### src/mie_pkg.sv
// shared constants and types of the instruction execute block
// assumes a single synchronous clock domain and fourteen-bit instructions
`default_nettype none

package mie_pkg;

  // widths
  localparam int IW = 14;
  localparam int DW = 8;
  localparam int FAW = 7;
  localparam int PCW = 13;
  localparam int K11W = 11;
  localparam int STK_DEPTH = 8;
  localparam int SPW = 3;
  localparam int WDT_PRE_W = 8;
  localparam int WDT_W = 8;

  // field positions within the instruction word, and of the page bits in page_select_latch
  localparam int F_LSB = 0;
  localparam int D_BIT = 7;
  localparam int B_LSB = 7;
  localparam int OP_LSB = 8;
  localparam int CLS_LSB = 12;
  localparam int PAGE_LSB = 3;

  // reset values
  localparam logic [PCW-1:0] PC_RST = 13'h0000;
  localparam logic [DW-1:0] ACC_RST = 8'h00;
  localparam logic TO_RST = 1'b1;
  localparam logic PD_RST = 1'b1;

  // instruction classes, bits 13:12
  localparam logic [1:0] CLS_BYTE = 2'h0;
  localparam logic [1:0] CLS_BIT = 2'h1;
  localparam logic [1:0] CLS_CTRL = 2'h2;
  localparam logic [1:0] CLS_LIT = 2'h3;

  // byte-oriented opcodes, bits 11:8
  localparam logic [3:0] OPB_MISC = 4'h0;
  localparam logic [3:0] OPB_CLR = 4'h1;
  localparam logic [3:0] OPB_DEC = 4'h3;
  localparam logic [3:0] OPB_IOR = 4'h4;
  localparam logic [3:0] OPB_AND = 4'h5;
  localparam logic [3:0] OPB_ADD = 4'h7;
  localparam logic [3:0] OPB_MOV = 4'h8;
  localparam logic [3:0] OPB_COM = 4'h9;
  localparam logic [3:0] OPB_INC = 4'hA;
  localparam logic [3:0] OPB_DECSZ = 4'hB;
  localparam logic [3:0] OPB_INCSZ = 4'hF;

  // misc low bytes
  localparam logic [7:0] LOW_WDT = 8'h64;
  localparam logic [7:0] LOW_RETI = 8'h09;

  // bit-oriented opcodes, bits 11:10
  localparam logic [1:0] OPBIT_CLR = 2'h0;
  localparam logic [1:0] OPBIT_SET = 2'h1;
  localparam logic [1:0] OPBIT_TSTC = 2'h2;
  localparam logic [1:0] OPBIT_TSTS = 2'h3;

  // literal opcodes
  localparam logic [3:0] OPL_IOR = 4'h8;
  localparam logic [3:0] OPL_AND = 4'h9;
  localparam logic [2:0] OPL_ADD_HI = 3'h7;
  localparam logic [1:0] OPL_MOV_HI = 2'h0;
  localparam logic [1:0] OPL_RET_HI = 2'h1;

  typedef enum logic [4:0] {
    OP_NOP, OP_ADD_LITERAL_TO_ACC, OP_ADD_ACC_AND_FILE, OP_AND_LITERAL_WITH_ACC, OP_AND_ACC_WITH_FILE, OP_OR_LITERAL_WITH_ACC, OP_OR_ACC_WITH_FILE,
    OP_BCF, OP_BSF, OP_BTSC, OP_BTSS, OP_CALL, OP_UNCONDITIONAL_BRANCH, OP_WDTCLR,
    OP_CLEAR_FILE_OP, OP_CLEAR_ACC_OP, OP_COMPLEMENT_FILE_OP, OP_DECREMENT_OP, OP_DECSZ, OP_INCREMENT_OP, OP_INCSZ,
    OP_MOVE_FILE_OP, OP_LOAD_LITERAL_OP, OP_STORE_ACC_OP, OP_RETI, OP_LITERAL_RETURN_OP
  } mie_op_e;

  typedef enum logic {
    MIE_FETCH, MIE_EXEC
  } mie_state_e;

endpackage

`default_nettype wire

### src/mie_file_if.sv
// carrier between the core and its file-register memory
// assumes writes and reads share the core clock
`default_nettype none

interface mie_file_if;
  logic [mie_pkg::FAW-1:0] rd_addr;
  logic [mie_pkg::DW-1:0] rd_data;
  logic wr_en;
  logic [mie_pkg::FAW-1:0] wr_addr;
  logic [mie_pkg::DW-1:0] wr_data;

  modport core (output rd_addr, wr_en, wr_addr, wr_data, input rd_data);
  modport mem (input rd_addr, wr_en, wr_addr, wr_data, output rd_data);
endinterface

`default_nettype wire

### src/mie_file_ram.sv
// file-register memory of one bank, registered read data
// assumes the core presents the read address one cycle before use
`default_nettype none

module mie_file_ram (
  // clock and reset
  input wire logic ref_clk,
  input wire logic sys_rst,
  // core side
  mie_file_if.mem fif
);

  logic [mie_pkg::DW-1:0] mem_ff [0:(1 << mie_pkg::FAW)-1];
  logic [mie_pkg::DW-1:0] rd_data_ff;

  // write port
  always_ff @(posedge ref_clk) begin
    if (fif.wr_en) begin
      mem_ff[fif.wr_addr] <= fif.wr_data;
    end
  end

  // read port, value before any same-cycle write
  always_ff @(posedge ref_clk) begin
    if (sys_rst) begin
      rd_data_ff <= mie_pkg::ACC_RST;
    end else begin
      rd_data_ff <= mem_ff[fif.rd_addr];
    end
  end

  assign fif.rd_data = rd_data_ff;

endmodule

`default_nettype wire

### src/mie_core.sv
// execute stage of an 8-bit core with fourteen-bit instructions
// assumes program memory answers in the same clock in which the address changes
//
// Notes on behaviour
// RL1 - literal add sums literal and accumulator, sets carry, digit carry, zero
// RL2 - register add sums accumulator and file, d picks destination, all flags
// RL3 - AND with literal or file, zero flag only
// RL4 - inclusive OR with literal or file, zero flag only
// RL5 - bit test skips next instruction when bit is one
// RL6 - bit test skips next instruction when bit is zero, flags kept
// RL7 - call pushes return address, loads 11-bit target plus page bits
// RL8 - branch loads 11-bit target plus page bits, stack untouched
// RL9 - watchdog clear zeroes counter and prescaler, sets timeout and powerdown
// RL10 - clear file writes zero and sets zero flag
// RL11 - clear accumulator writes zero and sets zero flag
// RL12 - complement inverts file into d destination, zero flag updated
// RL13 - decrement file into d destination, zero flag updated
// RL14 - decrement with skip on zero result, flags kept
// RL15 - increment with skip on zero result, flags kept
// RL16 - increment file into d destination, zero flag updated
// RL17 - move file to d destination, zero flag updated
// RL18 - literal load into accumulator, flags kept
// RL19 - store accumulator into file, flags kept
// RL20 - interrupt return pops stack into pc and sets interrupt enable
// RL21 - literal return loads accumulator and pops stack into pc
// RL22 - bit clear and set force one bit, others and flags kept
// RL23 - file operand is seven bits, d bit one writes back to file
// RL24 - pc change or true test costs a second cycle run as no-op
`default_nettype none

module mie_core (
  // clock and reset
  input wire logic ref_clk,
  input wire logic sys_rst,
  // program memory
  output logic [mie_pkg::PCW-1:0] prog_addr_ff,
  input wire logic [mie_pkg::IW-1:0] prog_data,
  // page select bits from outside
  input wire logic [4:0] page_select_latch,
  // architectural state
  output logic [mie_pkg::DW-1:0] acc_ff,
  output logic carry_ff,
  output logic digit_carry_flag_ff,
  output logic zero_ff,
  output logic timeout_status_bit_ff,
  output logic powerdown_status_bit_ff,
  output logic global_interrupt_enable_ff,
  output logic [mie_pkg::WDT_W-1:0] watchdog_counter_ff
);

  mie_file_if fif ();

  mie_file_ram u_ram (
    .ref_clk(ref_clk),
    .sys_rst(sys_rst),
    .fif(fif.mem)
  );

  mie_pkg::mie_state_e state_ff;
  mie_pkg::mie_op_e op;
  logic [mie_pkg::IW-1:0] ir_ff;
  logic [mie_pkg::PCW-1:0] pc_ff;
  logic squash_ff;
  logic adv_ff;
  logic [mie_pkg::PCW-1:0] stack_ff [0:mie_pkg::STK_DEPTH-1];
  logic [mie_pkg::SPW-1:0] sp_ff;
  logic [mie_pkg::WDT_PRE_W-1:0] wdt_pre_ff;
  logic ex_fire;
  logic [mie_pkg::DW-1:0] fv;
  logic [mie_pkg::DW-1:0] k8;
  logic [mie_pkg::DW-1:0] bmask;
  logic dsel;
  logic [mie_pkg::DW-1:0] nxt_res;
  logic nxt_c;
  logic nxt_dc;
  logic do_acc;
  logic do_file;
  logic upd_z;
  logic upd_cdc;
  logic skip;
  logic jump;
  logic push;
  logic pop;
  logic wdt_clr;
  logic set_gie;
  logic [mie_pkg::PCW-1:0] tgt;
  logic [mie_pkg::PCW-1:0] pc_inc;

  // sum with carry and digit carry out
  function automatic logic [9:0] add8(input logic [7:0] a,
                                      input logic [7:0] b);
    logic [4:0] lo;
    logic [8:0] s;
    lo = {1'b0, a[3:0]} + {1'b0, b[3:0]};
    s = {1'b0, a} + {1'b0, b};
    add8 = {s[8], lo[4], s[7:0]};
  endfunction

  // instruction word to operation
  function automatic mie_pkg::mie_op_e decode(input logic [13:0] w);
    mie_pkg::mie_op_e r;
    r = mie_pkg::OP_NOP;
    case (w[13:12])
      mie_pkg::CLS_BYTE: begin
        case (w[11:8])
          mie_pkg::OPB_MISC: begin
            if (w[mie_pkg::D_BIT]) begin
              r = mie_pkg::OP_STORE_ACC_OP;
            end else if (w[7:0] == mie_pkg::LOW_WDT) begin
              r = mie_pkg::OP_WDTCLR;
            end else if (w[7:0] == mie_pkg::LOW_RETI) begin
              r = mie_pkg::OP_RETI;
            end
          end
          mie_pkg::OPB_CLR: begin
            r = w[mie_pkg::D_BIT] ? mie_pkg::OP_CLEAR_FILE_OP : mie_pkg::OP_CLEAR_ACC_OP;
          end
          mie_pkg::OPB_DEC: r = mie_pkg::OP_DECREMENT_OP;
          mie_pkg::OPB_IOR: r = mie_pkg::OP_OR_ACC_WITH_FILE;
          mie_pkg::OPB_AND: r = mie_pkg::OP_AND_ACC_WITH_FILE;
          mie_pkg::OPB_ADD: r = mie_pkg::OP_ADD_ACC_AND_FILE;
          mie_pkg::OPB_MOV: r = mie_pkg::OP_MOVE_FILE_OP;
          mie_pkg::OPB_COM: r = mie_pkg::OP_COMPLEMENT_FILE_OP;
          mie_pkg::OPB_INC: r = mie_pkg::OP_INCREMENT_OP;
          mie_pkg::OPB_DECSZ: r = mie_pkg::OP_DECSZ;
          mie_pkg::OPB_INCSZ: r = mie_pkg::OP_INCSZ;
          default: r = mie_pkg::OP_NOP;
        endcase
      end
      mie_pkg::CLS_BIT: begin
        case (w[11:10])
          mie_pkg::OPBIT_CLR: r = mie_pkg::OP_BCF;
          mie_pkg::OPBIT_SET: r = mie_pkg::OP_BSF;
          mie_pkg::OPBIT_TSTC: r = mie_pkg::OP_BTSC;
          default: r = mie_pkg::OP_BTSS;
        endcase
      end
      mie_pkg::CLS_CTRL: begin
        r = w[11] ? mie_pkg::OP_UNCONDITIONAL_BRANCH : mie_pkg::OP_CALL;
      end
      default: begin
        if (w[11:9] == mie_pkg::OPL_ADD_HI) begin
          r = mie_pkg::OP_ADD_LITERAL_TO_ACC;
        end else if (w[11:8] == mie_pkg::OPL_AND) begin
          r = mie_pkg::OP_AND_LITERAL_WITH_ACC;
        end else if (w[11:8] == mie_pkg::OPL_IOR) begin
          r = mie_pkg::OP_OR_LITERAL_WITH_ACC;
        end else if (w[11:10] == mie_pkg::OPL_MOV_HI) begin
          r = mie_pkg::OP_LOAD_LITERAL_OP;
        end else if (w[11:10] == mie_pkg::OPL_RET_HI) begin
          r = mie_pkg::OP_LITERAL_RETURN_OP;
        end
      end
    endcase
    decode = r;
  endfunction

  // operand fields
  assign op = decode(ir_ff);
  assign ex_fire = (state_ff == mie_pkg::MIE_EXEC) && !squash_ff;
  assign fv = fif.rd_data;
  assign k8 = ir_ff[7:0];
  assign dsel = ir_ff[mie_pkg::D_BIT];
  assign bmask = 8'h01 << ir_ff[mie_pkg::B_LSB +: 3];
  assign pc_inc = pc_ff + 13'h0001;

  // file access: operand read during fetch, result written in execute
  assign fif.rd_addr = (state_ff == mie_pkg::MIE_FETCH) ?
                       prog_data[mie_pkg::F_LSB +: mie_pkg::FAW] :
                       ir_ff[mie_pkg::F_LSB +: mie_pkg::FAW]; // [RL23]
  assign fif.wr_en = ex_fire && do_file;
  assign fif.wr_addr = ir_ff[mie_pkg::F_LSB +: mie_pkg::FAW];
  assign fif.wr_data = nxt_res;

  // operation results and side effects
  always_comb begin
    nxt_res = 8'h00;
    nxt_c = carry_ff;
    nxt_dc = digit_carry_flag_ff;
    do_acc = 1'b0;
    do_file = 1'b0;
    upd_z = 1'b0;
    upd_cdc = 1'b0;
    skip = 1'b0;
    jump = 1'b0;
    push = 1'b0;
    pop = 1'b0;
    wdt_clr = 1'b0;
    set_gie = 1'b0;
    tgt = {page_select_latch[mie_pkg::PAGE_LSB +: 2],
           ir_ff[mie_pkg::K11W-1:0]}; // [RL7] [RL8]
    case (op)
      mie_pkg::OP_ADD_LITERAL_TO_ACC: begin
        {nxt_c, nxt_dc, nxt_res} = add8(acc_ff, k8); // [RL1]
        do_acc = 1'b1;
        upd_z = 1'b1;
        upd_cdc = 1'b1;
      end
      mie_pkg::OP_ADD_ACC_AND_FILE: begin
        {nxt_c, nxt_dc, nxt_res} = add8(acc_ff, fv); // [RL2]
        do_acc = !dsel;
        do_file = dsel;
        upd_z = 1'b1;
        upd_cdc = 1'b1;
      end
      mie_pkg::OP_AND_LITERAL_WITH_ACC: begin
        nxt_res = acc_ff & k8; // [RL3]
        do_acc = 1'b1;
        upd_z = 1'b1;
      end
      mie_pkg::OP_AND_ACC_WITH_FILE: begin
        nxt_res = acc_ff & fv; // [RL3]
        do_acc = !dsel;
        do_file = dsel;
        upd_z = 1'b1;
      end
      mie_pkg::OP_OR_LITERAL_WITH_ACC: begin
        nxt_res = acc_ff | k8; // [RL4]
        do_acc = 1'b1;
        upd_z = 1'b1;
      end
      mie_pkg::OP_OR_ACC_WITH_FILE: begin
        nxt_res = acc_ff | fv; // [RL4]
        do_acc = !dsel;
        do_file = dsel;
        upd_z = 1'b1;
      end
      mie_pkg::OP_BCF: begin
        nxt_res = fv & ~bmask; // [RL22]
        do_file = 1'b1;
      end
      mie_pkg::OP_BSF: begin
        nxt_res = fv | bmask; // [RL22]
        do_file = 1'b1;
      end
      mie_pkg::OP_BTSS: skip = |(fv & bmask); // [RL5]
      mie_pkg::OP_BTSC: skip = ~|(fv & bmask); // [RL6]
      mie_pkg::OP_CALL: begin
        jump = 1'b1; // [RL7]
        push = 1'b1;
      end
      mie_pkg::OP_UNCONDITIONAL_BRANCH: jump = 1'b1; // [RL8]
      mie_pkg::OP_WDTCLR: wdt_clr = 1'b1; // [RL9]
      mie_pkg::OP_CLEAR_FILE_OP: begin
        do_file = 1'b1; // [RL10]
        upd_z = 1'b1;
      end
      mie_pkg::OP_CLEAR_ACC_OP: begin
        do_acc = 1'b1; // [RL11]
        upd_z = 1'b1;
      end
      mie_pkg::OP_COMPLEMENT_FILE_OP, mie_pkg::OP_DECREMENT_OP, mie_pkg::OP_INCREMENT_OP,
      mie_pkg::OP_MOVE_FILE_OP: begin
        case (op)
          mie_pkg::OP_COMPLEMENT_FILE_OP: nxt_res = ~fv; // [RL12]
          mie_pkg::OP_DECREMENT_OP: nxt_res = fv - 8'h01; // [RL13]
          mie_pkg::OP_INCREMENT_OP: nxt_res = fv + 8'h01; // [RL16]
          default: nxt_res = fv; // [RL17]
        endcase
        do_acc = !dsel;
        do_file = dsel;
        upd_z = 1'b1;
      end
      mie_pkg::OP_DECSZ, mie_pkg::OP_INCSZ: begin
        nxt_res = (op == mie_pkg::OP_DECSZ) ? fv - 8'h01 :
                  fv + 8'h01; // [RL14] [RL15]
        do_acc = !dsel;
        do_file = dsel;
        skip = (nxt_res == 8'h00);
      end
      mie_pkg::OP_LOAD_LITERAL_OP: begin
        nxt_res = k8; // [RL18]
        do_acc = 1'b1;
      end
      mie_pkg::OP_STORE_ACC_OP: begin
        nxt_res = acc_ff; // [RL19]
        do_file = 1'b1;
      end
      mie_pkg::OP_RETI, mie_pkg::OP_LITERAL_RETURN_OP: begin
        tgt = stack_ff[sp_ff - 3'h1]; // [RL20] [RL21]
        jump = 1'b1;
        pop = 1'b1;
        set_gie = (op == mie_pkg::OP_RETI);
        nxt_res = k8;
        do_acc = (op == mie_pkg::OP_LITERAL_RETURN_OP);
      end
      default: nxt_res = 8'h00;
    endcase
  end

  // sequencer: fetch, execute, and the no-op second cycle
  always_ff @(posedge ref_clk) begin
    if (sys_rst) begin
      state_ff <= mie_pkg::MIE_FETCH;
      ir_ff <= 14'h0000;
      pc_ff <= mie_pkg::PC_RST;
      prog_addr_ff <= mie_pkg::PC_RST;
      squash_ff <= 1'b0;
      adv_ff <= 1'b0;
    end else begin
      case (state_ff)
        mie_pkg::MIE_FETCH: begin
          ir_ff <= prog_data;
          state_ff <= mie_pkg::MIE_EXEC;
        end
        mie_pkg::MIE_EXEC: begin
          state_ff <= mie_pkg::MIE_FETCH;
          if (squash_ff) begin
            squash_ff <= 1'b0; // [RL24]
            pc_ff <= adv_ff ? pc_inc : pc_ff;
            prog_addr_ff <= adv_ff ? pc_inc : pc_ff;
          end else if (jump) begin
            squash_ff <= 1'b1; // [RL24]
            adv_ff <= 1'b0;
            pc_ff <= tgt;
            prog_addr_ff <= tgt;
          end else begin
            squash_ff <= skip; // [RL5] [RL6] [RL14] [RL15]
            adv_ff <= 1'b1;
            pc_ff <= pc_inc;
            prog_addr_ff <= pc_inc;
          end
        end
        default: state_ff <= mie_pkg::MIE_FETCH;
      endcase
    end
  end

  // return stack, wraps after eight entries
  always_ff @(posedge ref_clk) begin
    if (sys_rst) begin
      sp_ff <= 3'h0;
      for (int i = 0; i < mie_pkg::STK_DEPTH; i++) begin
        stack_ff[i] <= mie_pkg::PC_RST;
      end
    end else if (ex_fire && push) begin
      stack_ff[sp_ff] <= pc_inc; // [RL7]
      sp_ff <= sp_ff + 3'h1;
    end else if (ex_fire && pop) begin
      sp_ff <= sp_ff - 3'h1; // [RL20] [RL21]
    end
  end

  // accumulator and arithmetic flags
  always_ff @(posedge ref_clk) begin
    if (sys_rst) begin
      acc_ff <= mie_pkg::ACC_RST;
      carry_ff <= 1'b0;
      digit_carry_flag_ff <= 1'b0;
      zero_ff <= 1'b0;
    end else if (ex_fire) begin
      if (do_acc) begin
        acc_ff <= nxt_res;
      end
      if (upd_cdc) begin
        carry_ff <= nxt_c;
        digit_carry_flag_ff <= nxt_dc;
      end
      if (upd_z) begin
        zero_ff <= (nxt_res == 8'h00);
      end
    end
  end

  // interrupt enable, set by interrupt return
  always_ff @(posedge ref_clk) begin
    if (sys_rst) begin
      global_interrupt_enable_ff <= 1'b0;
    end else if (ex_fire && set_gie) begin
      global_interrupt_enable_ff <= 1'b1; // [RL20]
    end
  end

  // watchdog prescaler and counter; clear wins over a time-out
  always_ff @(posedge ref_clk) begin
    if (sys_rst) begin
      wdt_pre_ff <= 8'h00;
      watchdog_counter_ff <= 8'h00;
      timeout_status_bit_ff <= mie_pkg::TO_RST;
      powerdown_status_bit_ff <= mie_pkg::PD_RST;
    end else if (ex_fire && wdt_clr) begin
      wdt_pre_ff <= 8'h00; // [RL9]
      watchdog_counter_ff <= 8'h00;
      timeout_status_bit_ff <= 1'b1;
      powerdown_status_bit_ff <= 1'b1;
    end else begin
      wdt_pre_ff <= wdt_pre_ff + 8'h01;
      if (&wdt_pre_ff) begin
        watchdog_counter_ff <= watchdog_counter_ff + 8'h01;
        if (&watchdog_counter_ff) begin
          timeout_status_bit_ff <= 1'b0;
        end
      end
    end
  end

  // checks
  AST_ADD_LITERAL_TO_ACC: assert property (@(posedge ref_clk) // [RL1]
    disable iff (sys_rst)
    ex_fire && op == mie_pkg::OP_ADD_LITERAL_TO_ACC |=>
    acc_ff == 8'($past(acc_ff) + $past(k8)))
    else $error("literal add result wrong");
  AST_ADD_ACC_AND_FILE_DEST: assert property (@(posedge ref_clk) // [RL2]
    disable iff (sys_rst)
    ex_fire && op == mie_pkg::OP_ADD_ACC_AND_FILE && dsel |->
    fif.wr_en && fif.wr_data == 8'(acc_ff + fv) ##1 $stable(acc_ff))
    else $error("register add to file wrong");
  AST_BTSS_SKIP: assert property (@(posedge ref_clk) // [RL5]
    disable iff (sys_rst)
    ex_fire && op == mie_pkg::OP_BTSS && |(fv & bmask) |=>
    squash_ff ##2 !squash_ff)
    else $error("set-bit skip not taken for one cycle");
  AST_BTSC_FLAGS: assert property (@(posedge ref_clk) // [RL6]
    disable iff (sys_rst)
    ex_fire && op == mie_pkg::OP_BTSC |=>
    $stable(zero_ff) && $stable(carry_ff)
    && squash_ff == $past(~|(fv & bmask)))
    else $error("clear-bit skip wrong");
  AST_UNCONDITIONAL_BRANCH_PC: assert property (@(posedge ref_clk) // [RL8]
    disable iff (sys_rst)
    ex_fire && op == mie_pkg::OP_UNCONDITIONAL_BRANCH |=>
    pc_ff == {$past(page_select_latch[4:3]), $past(ir_ff[10:0])}
    && $stable(sp_ff) && squash_ff)
    else $error("branch target wrong");
  AST_CALL_PUSH: assert property (@(posedge ref_clk) // [RL7]
    disable iff (sys_rst)
    ex_fire && op == mie_pkg::OP_CALL |=>
    sp_ff == 3'($past(sp_ff) + 3'h1)
    && stack_ff[$past(sp_ff)] == $past(pc_inc))
    else $error("call push wrong");
  AST_WDT_CLR: assert property (@(posedge ref_clk) // [RL9]
    disable iff (sys_rst)
    ex_fire && op == mie_pkg::OP_WDTCLR |=>
    watchdog_counter_ff == 8'h00 && wdt_pre_ff == 8'h00
    && timeout_status_bit_ff && powerdown_status_bit_ff)
    else $error("watchdog clear wrong");
  AST_CLEAR_FILE_OP_Z: assert property (@(posedge ref_clk) // [RL10]
    disable iff (sys_rst)
    ex_fire && op == mie_pkg::OP_CLEAR_FILE_OP |->
    fif.wr_en && fif.wr_data == 8'h00 ##1 zero_ff)
    else $error("clear file wrong");
  AST_CLEAR_ACC_OP_Z: assert property (@(posedge ref_clk) // [RL11]
    disable iff (sys_rst)
    ex_fire && op == mie_pkg::OP_CLEAR_ACC_OP |=> acc_ff == 8'h00 && zero_ff)
    else $error("clear accumulator wrong");
  AST_LOAD_LITERAL_OP_FLAGS: assert property (@(posedge ref_clk) // [RL18]
    disable iff (sys_rst)
    ex_fire && op == mie_pkg::OP_LOAD_LITERAL_OP |=>
    acc_ff == $past(k8) && $stable(zero_ff) && $stable(digit_carry_flag_ff))
    else $error("literal load wrong");
  AST_BCF_BIT: assert property (@(posedge ref_clk) // [RL22]
    disable iff (sys_rst)
    ex_fire && op == mie_pkg::OP_BCF |->
    fif.wr_data == (fv & ~bmask) ##1 $stable(zero_ff))
    else $error("bit clear wrong");
  AST_RETI_GIE: assert property (@(posedge ref_clk) // [RL20]
    disable iff (sys_rst)
    ex_fire && op == mie_pkg::OP_RETI |=>
    global_interrupt_enable_ff
    && pc_ff == $past(stack_ff[3'(sp_ff - 3'h1)])
    && sp_ff == 3'($past(sp_ff) - 3'h1))
    else $error("interrupt return wrong");

endmodule

`default_nettype wire

### config.mk
export PLATFORM = sky130hd
export DESIGN_NAME = mie_core
export DESIGN_NICKNAME = d
export VERILOG_FILES = /design/src/mie_pkg.sv /design/src/mie_file_if.sv /design/src/mie_file_ram.sv /design/src/mie_core.sv
export SDC_FILE = /design/constraint.sdc
export NUM_CORES = 2
export LEC_CHECK = 0
export BUFFER_PORTS_ARGS = -buffer_cell sky130_fd_sc_hd__buf_2
export CORE_ASPECT_RATIO = 0.8
export CORE_UTILIZATION = 55
export DETAILED_ROUTE_END_ITERATION = 7
export PLACE_DENSITY = 0.72
export SYNTH_ARGS = -nofsm -noshare
export SYNTH_HDL_FRONTEND = slang
export SYNTH_SLANG_ARGS = --single-unit
### constraint.sdc
create_clock -name ref_clk -period 7 [get_ports ref_clk]
set_clock_uncertainty 0.2 [all_clocks]
set_input_delay 0.7 -clock ref_clk [delete_from_list [all_inputs] [get_ports ref_clk]]
set_output_delay 0.7 -clock ref_clk [all_outputs]
set_load 0.01 [all_outputs]
==> results_dict.tcl <==
set metrics [dict create \
    grt_setup_unrepaired "false" \
    yosys_warnings 0 \
    area_growth_pct 10.2 \
    synth_cell_types 88 \
    cts_resized 0 \
    die_w_microns 346 \
    post_route_cells_drive_above_1_share_pct 8.38 \
    layout_worst_path_cycle_share_pct 83.9 \
    cts.htree.levels 3 \
    switching_share_pct 26.8 \
    synth_edf_count 1128 \
    synth-seq-cells 1198 \
    fill_cells 7030 \
    whs_ns 0.0250 \
    cts_tree "done" \
    slowest_delay_ns 0.84 \
    cts_hold_buf 1 \
    clkSinkCount 1198 \
    grt_pass1_wl_mm 205 \
    portBuffers 51 \
    layout.nets 4352 \
    wl_per_cell_microns 24.3 \
    synth_cells 4353 \
    fp.dieH_microns 277 \
    worstPathCellList "inv_1 -> ha_1 -> a2111oi_1 -> nor4_1 -> o31a_1 -> nor2_1 -> buf_4 -> nor2_1 -> a221o_1 -> a32oi_1 -> nand4_1 -> or4_1 -> o41ai_2" \
    post_synth_main_area_contributors "edfxtp_1, nand2_1, a311oi_1, nand3_1, dfxtp_1" \
    layout_setup_ws_ns 1.12 \
    status "finished clean" \
    synthArstFlopShare_pct 0 \
    hold_violations 0 \
    critical_path_class "reg -> reg" \
    combPwrFrac_pct 14.4 \
    fin_tns_setup_ns 0 \
    grt_pass1_vias 33400 \
    yosys.area.top_type "edfxtp_1" \
    p_int_mw 12.5 \
    cts_buffers 111 \
    first_pass_iters 6 \
    grt-ovfl-total 0 \
    synthFlopType "edfxtp_1" \
    pre_cts_ws_ns 1.36 \
    seq_power_share_pct 50.0 \
    place_congestion 0.977 \
    slowest_stage "nand4_1" \
    switching_power_mw 4.57 \
    hpwl_mm 79.2 \
    drc 0 \
    dr_total_vias 35500 \
    clock_latency_ns 0.72 \
    fin_cells 5603 \
    cts.path.max_buffers 3 \
    syn_area_sq_um 51900 \
    routed_wl_mm 136 \
    crit_buf_inv 2 \
    worstMarginPinSlew_ns 1.39 \
    final_util_pct 61.4 \
    powerDensity_nw_per_um2 298 \
    max_slew_margin_pct 6.43 \
    initial_utilization_pct 55.7 \
    grt_start_max_net_pins 135 \
    crit_required_ns 7.42 \
    clockPowerShare_pct 35.6 \
    rows 100 \
    fmax_ghz 0.170 \
    synth-seq-area-share_pct 67.9 \
    cp.arrival_ns 6.29 \
    slew_viol_final 0 \
    path_clk_slew_ns 0.07 \
    dp.cells 5398 \
    final-setup-viol-count 0 \
    die_area_sq_um 95600 \
    min_period_ns 5.88 \
    place_area_sq_um 53600 \
    ir_drop_mv 0.237 \
    crit_fanout 15 \
    p_leak_nw 19.8 \
    track_usage_pct 27.9 \
    cp_top_family "simple AND/OR/NAND/NOR gates" \
    synth_nets 4417 \
    vias_per_cell 6.33 \
    critPathLaunchType "register" \
    endpoint_kind "register" \
    stdcell_area_sq_um 57200 \
    root_buffer "clkbuf_16" \
    ant_nets 0 \
    hp-class "in -> reg" \
    drtIter0Drc 4693 \
    drv_cap 0 \
    p_total_mw 17.0 \
    netlist.area_leader.share_pct 65.2 \
    io_pins 56 \
    core_sq_um 93200 \
    avgSynthCellArea_sq_um 11.9 \
    antenna_found_initial 3 \
    path_common_cell "nor2_1" \
    postCtsSetupBuffers 0 \
]
[synthesized netlist by cell type (34+ instances only)]
| cell | instances |
|---|---|
| a211oi_1 | 76 |
| a21oi_1 | 93 |
| a311oi_1 | 192 |
| a31oi_1 | 72 |
| and3_1 | 139 |
| buf_1 | 43 |
| clkbuf_1 | 260 |
| dfxtp_1 | 70 |
| edfxtp_1 | 1128 |
| ha_1 | 41 |
| inv_1 | 34 |
| mux2i_1 | 45 |
| nand2_1 | 1107 |
| nand3_1 | 301 |
| nor2_1 | 355 |
| nor3_1 | 34 |
| o21ai_0 | 42 |
[placed cells by master (no fill, tap or decap), drive strengths merged, types with 18 or more instances in the layout]
cell type,netlist,routed
mux2i,45,45
nor3,34,34
xnor2,21,21
a21oi,94,94
a311oi,193,193
edfxtp,1128,1128
clkinv,1,50
inv,34,39
a211oi,77,77
mux4,28,28
xor2,26,26
ha,41,41
nor2,356,356
nand3,301,301
nor4,18,18
buf,53,134
a31oi,72,72
clkbuf,260,131
dfxtp,70,70
o21ai,45,45
and3,139,139
nand2,1109,1109
[state kept, by name, indices dropped and copies added (netlist names), 3 cells and up]
register and flops:
wdt_pre_ff 8, ir_ff 14, u_ram.fif.rd_data 8, sp_ff 3
acc_ff 8, stack_ff 104, pc_ff 13, watchdog_counter_ff 8
u_ram.mem_ff 1024
[worst paths after layout]
path                                            start                     to  slack, ns  depth (start not counted)
worst max register to register              ir_ff[10]                zero_ff       1.12                         13
worst max-delay path                        ir_ff[10]                zero_ff       1.12                         13
worst min register to register  timeout_status_bit_ff  timeout_status_bit_ff       0.25                          1
worst min-delay path                    prog_data[13]              ir_ff[13]       0.02                          3
[power groups by stage]
| stage | Combinational (mW) | Sequential (mW) | Clock, mW |
|---|---|---|---|
| CTS | 2.42 | 8.51 | 6.11 |
| finish | 2.46 | 8.51 | 6.06 |
| global placement | 2.36 | 8.66 | 0 |
| floorplan | 1.41 | 8.69 | 0 |
| detailed placement | 2.41 | 8.66 | 0 |
| global route | 2.62 | 8.51 | 6.36 |
[tightest hold or removal path, cell delays in order]
cell and delay (ns):
buf_2 0.08, mux2i_1 0.05, nor2_1 0.07
[metal layers]
metal	wire, microns	part of all wire, %	vias to the layer above	global-route usage [%]
met5	24	0.018	-	0
met4	3810	2.8	4	8.20
met3	14700	11	254	5.79
met2	60100	44	1859	41.4
met1	57400	42	17400	41.7
li1	-	-	16000	-
[area by class of cell]
| type | instances | area (sq um) | area share [%] |
|---|---|---|---|
| antenna | 2 | 5.00 | 0.00875 |
| sequential | 1198 | 35300 | 61.6 |
| clock buffer | 131 | 2870 | 5.02 |
| multi-input combinational | 2807 | 15500 | 27.0 |
| clock inverter | 71 | 734 | 1.28 |
| inverter | 35 | 131 | 0.230 |
| tap | 1224 | 1530 | 2.68 |
| timing repair buffer | 135 | 1200 | 2.10 |
[cell families (layout without fill, tap and decap cells)]
family,count (synthesis),after routing,share of synthesized area [%]
compound gates,605,605,8.67
fa+ha+maj,43,43,1.07
other cells,1,3,0.00722
mux,78,78,2.19
buf+inv,348,372,2.57
flops,1198,1198,67.9
xor+xnor,47,47,0.793
simple gates,2033,2033,16.8
Note: power is estimated with default switching activity, not from simulation.
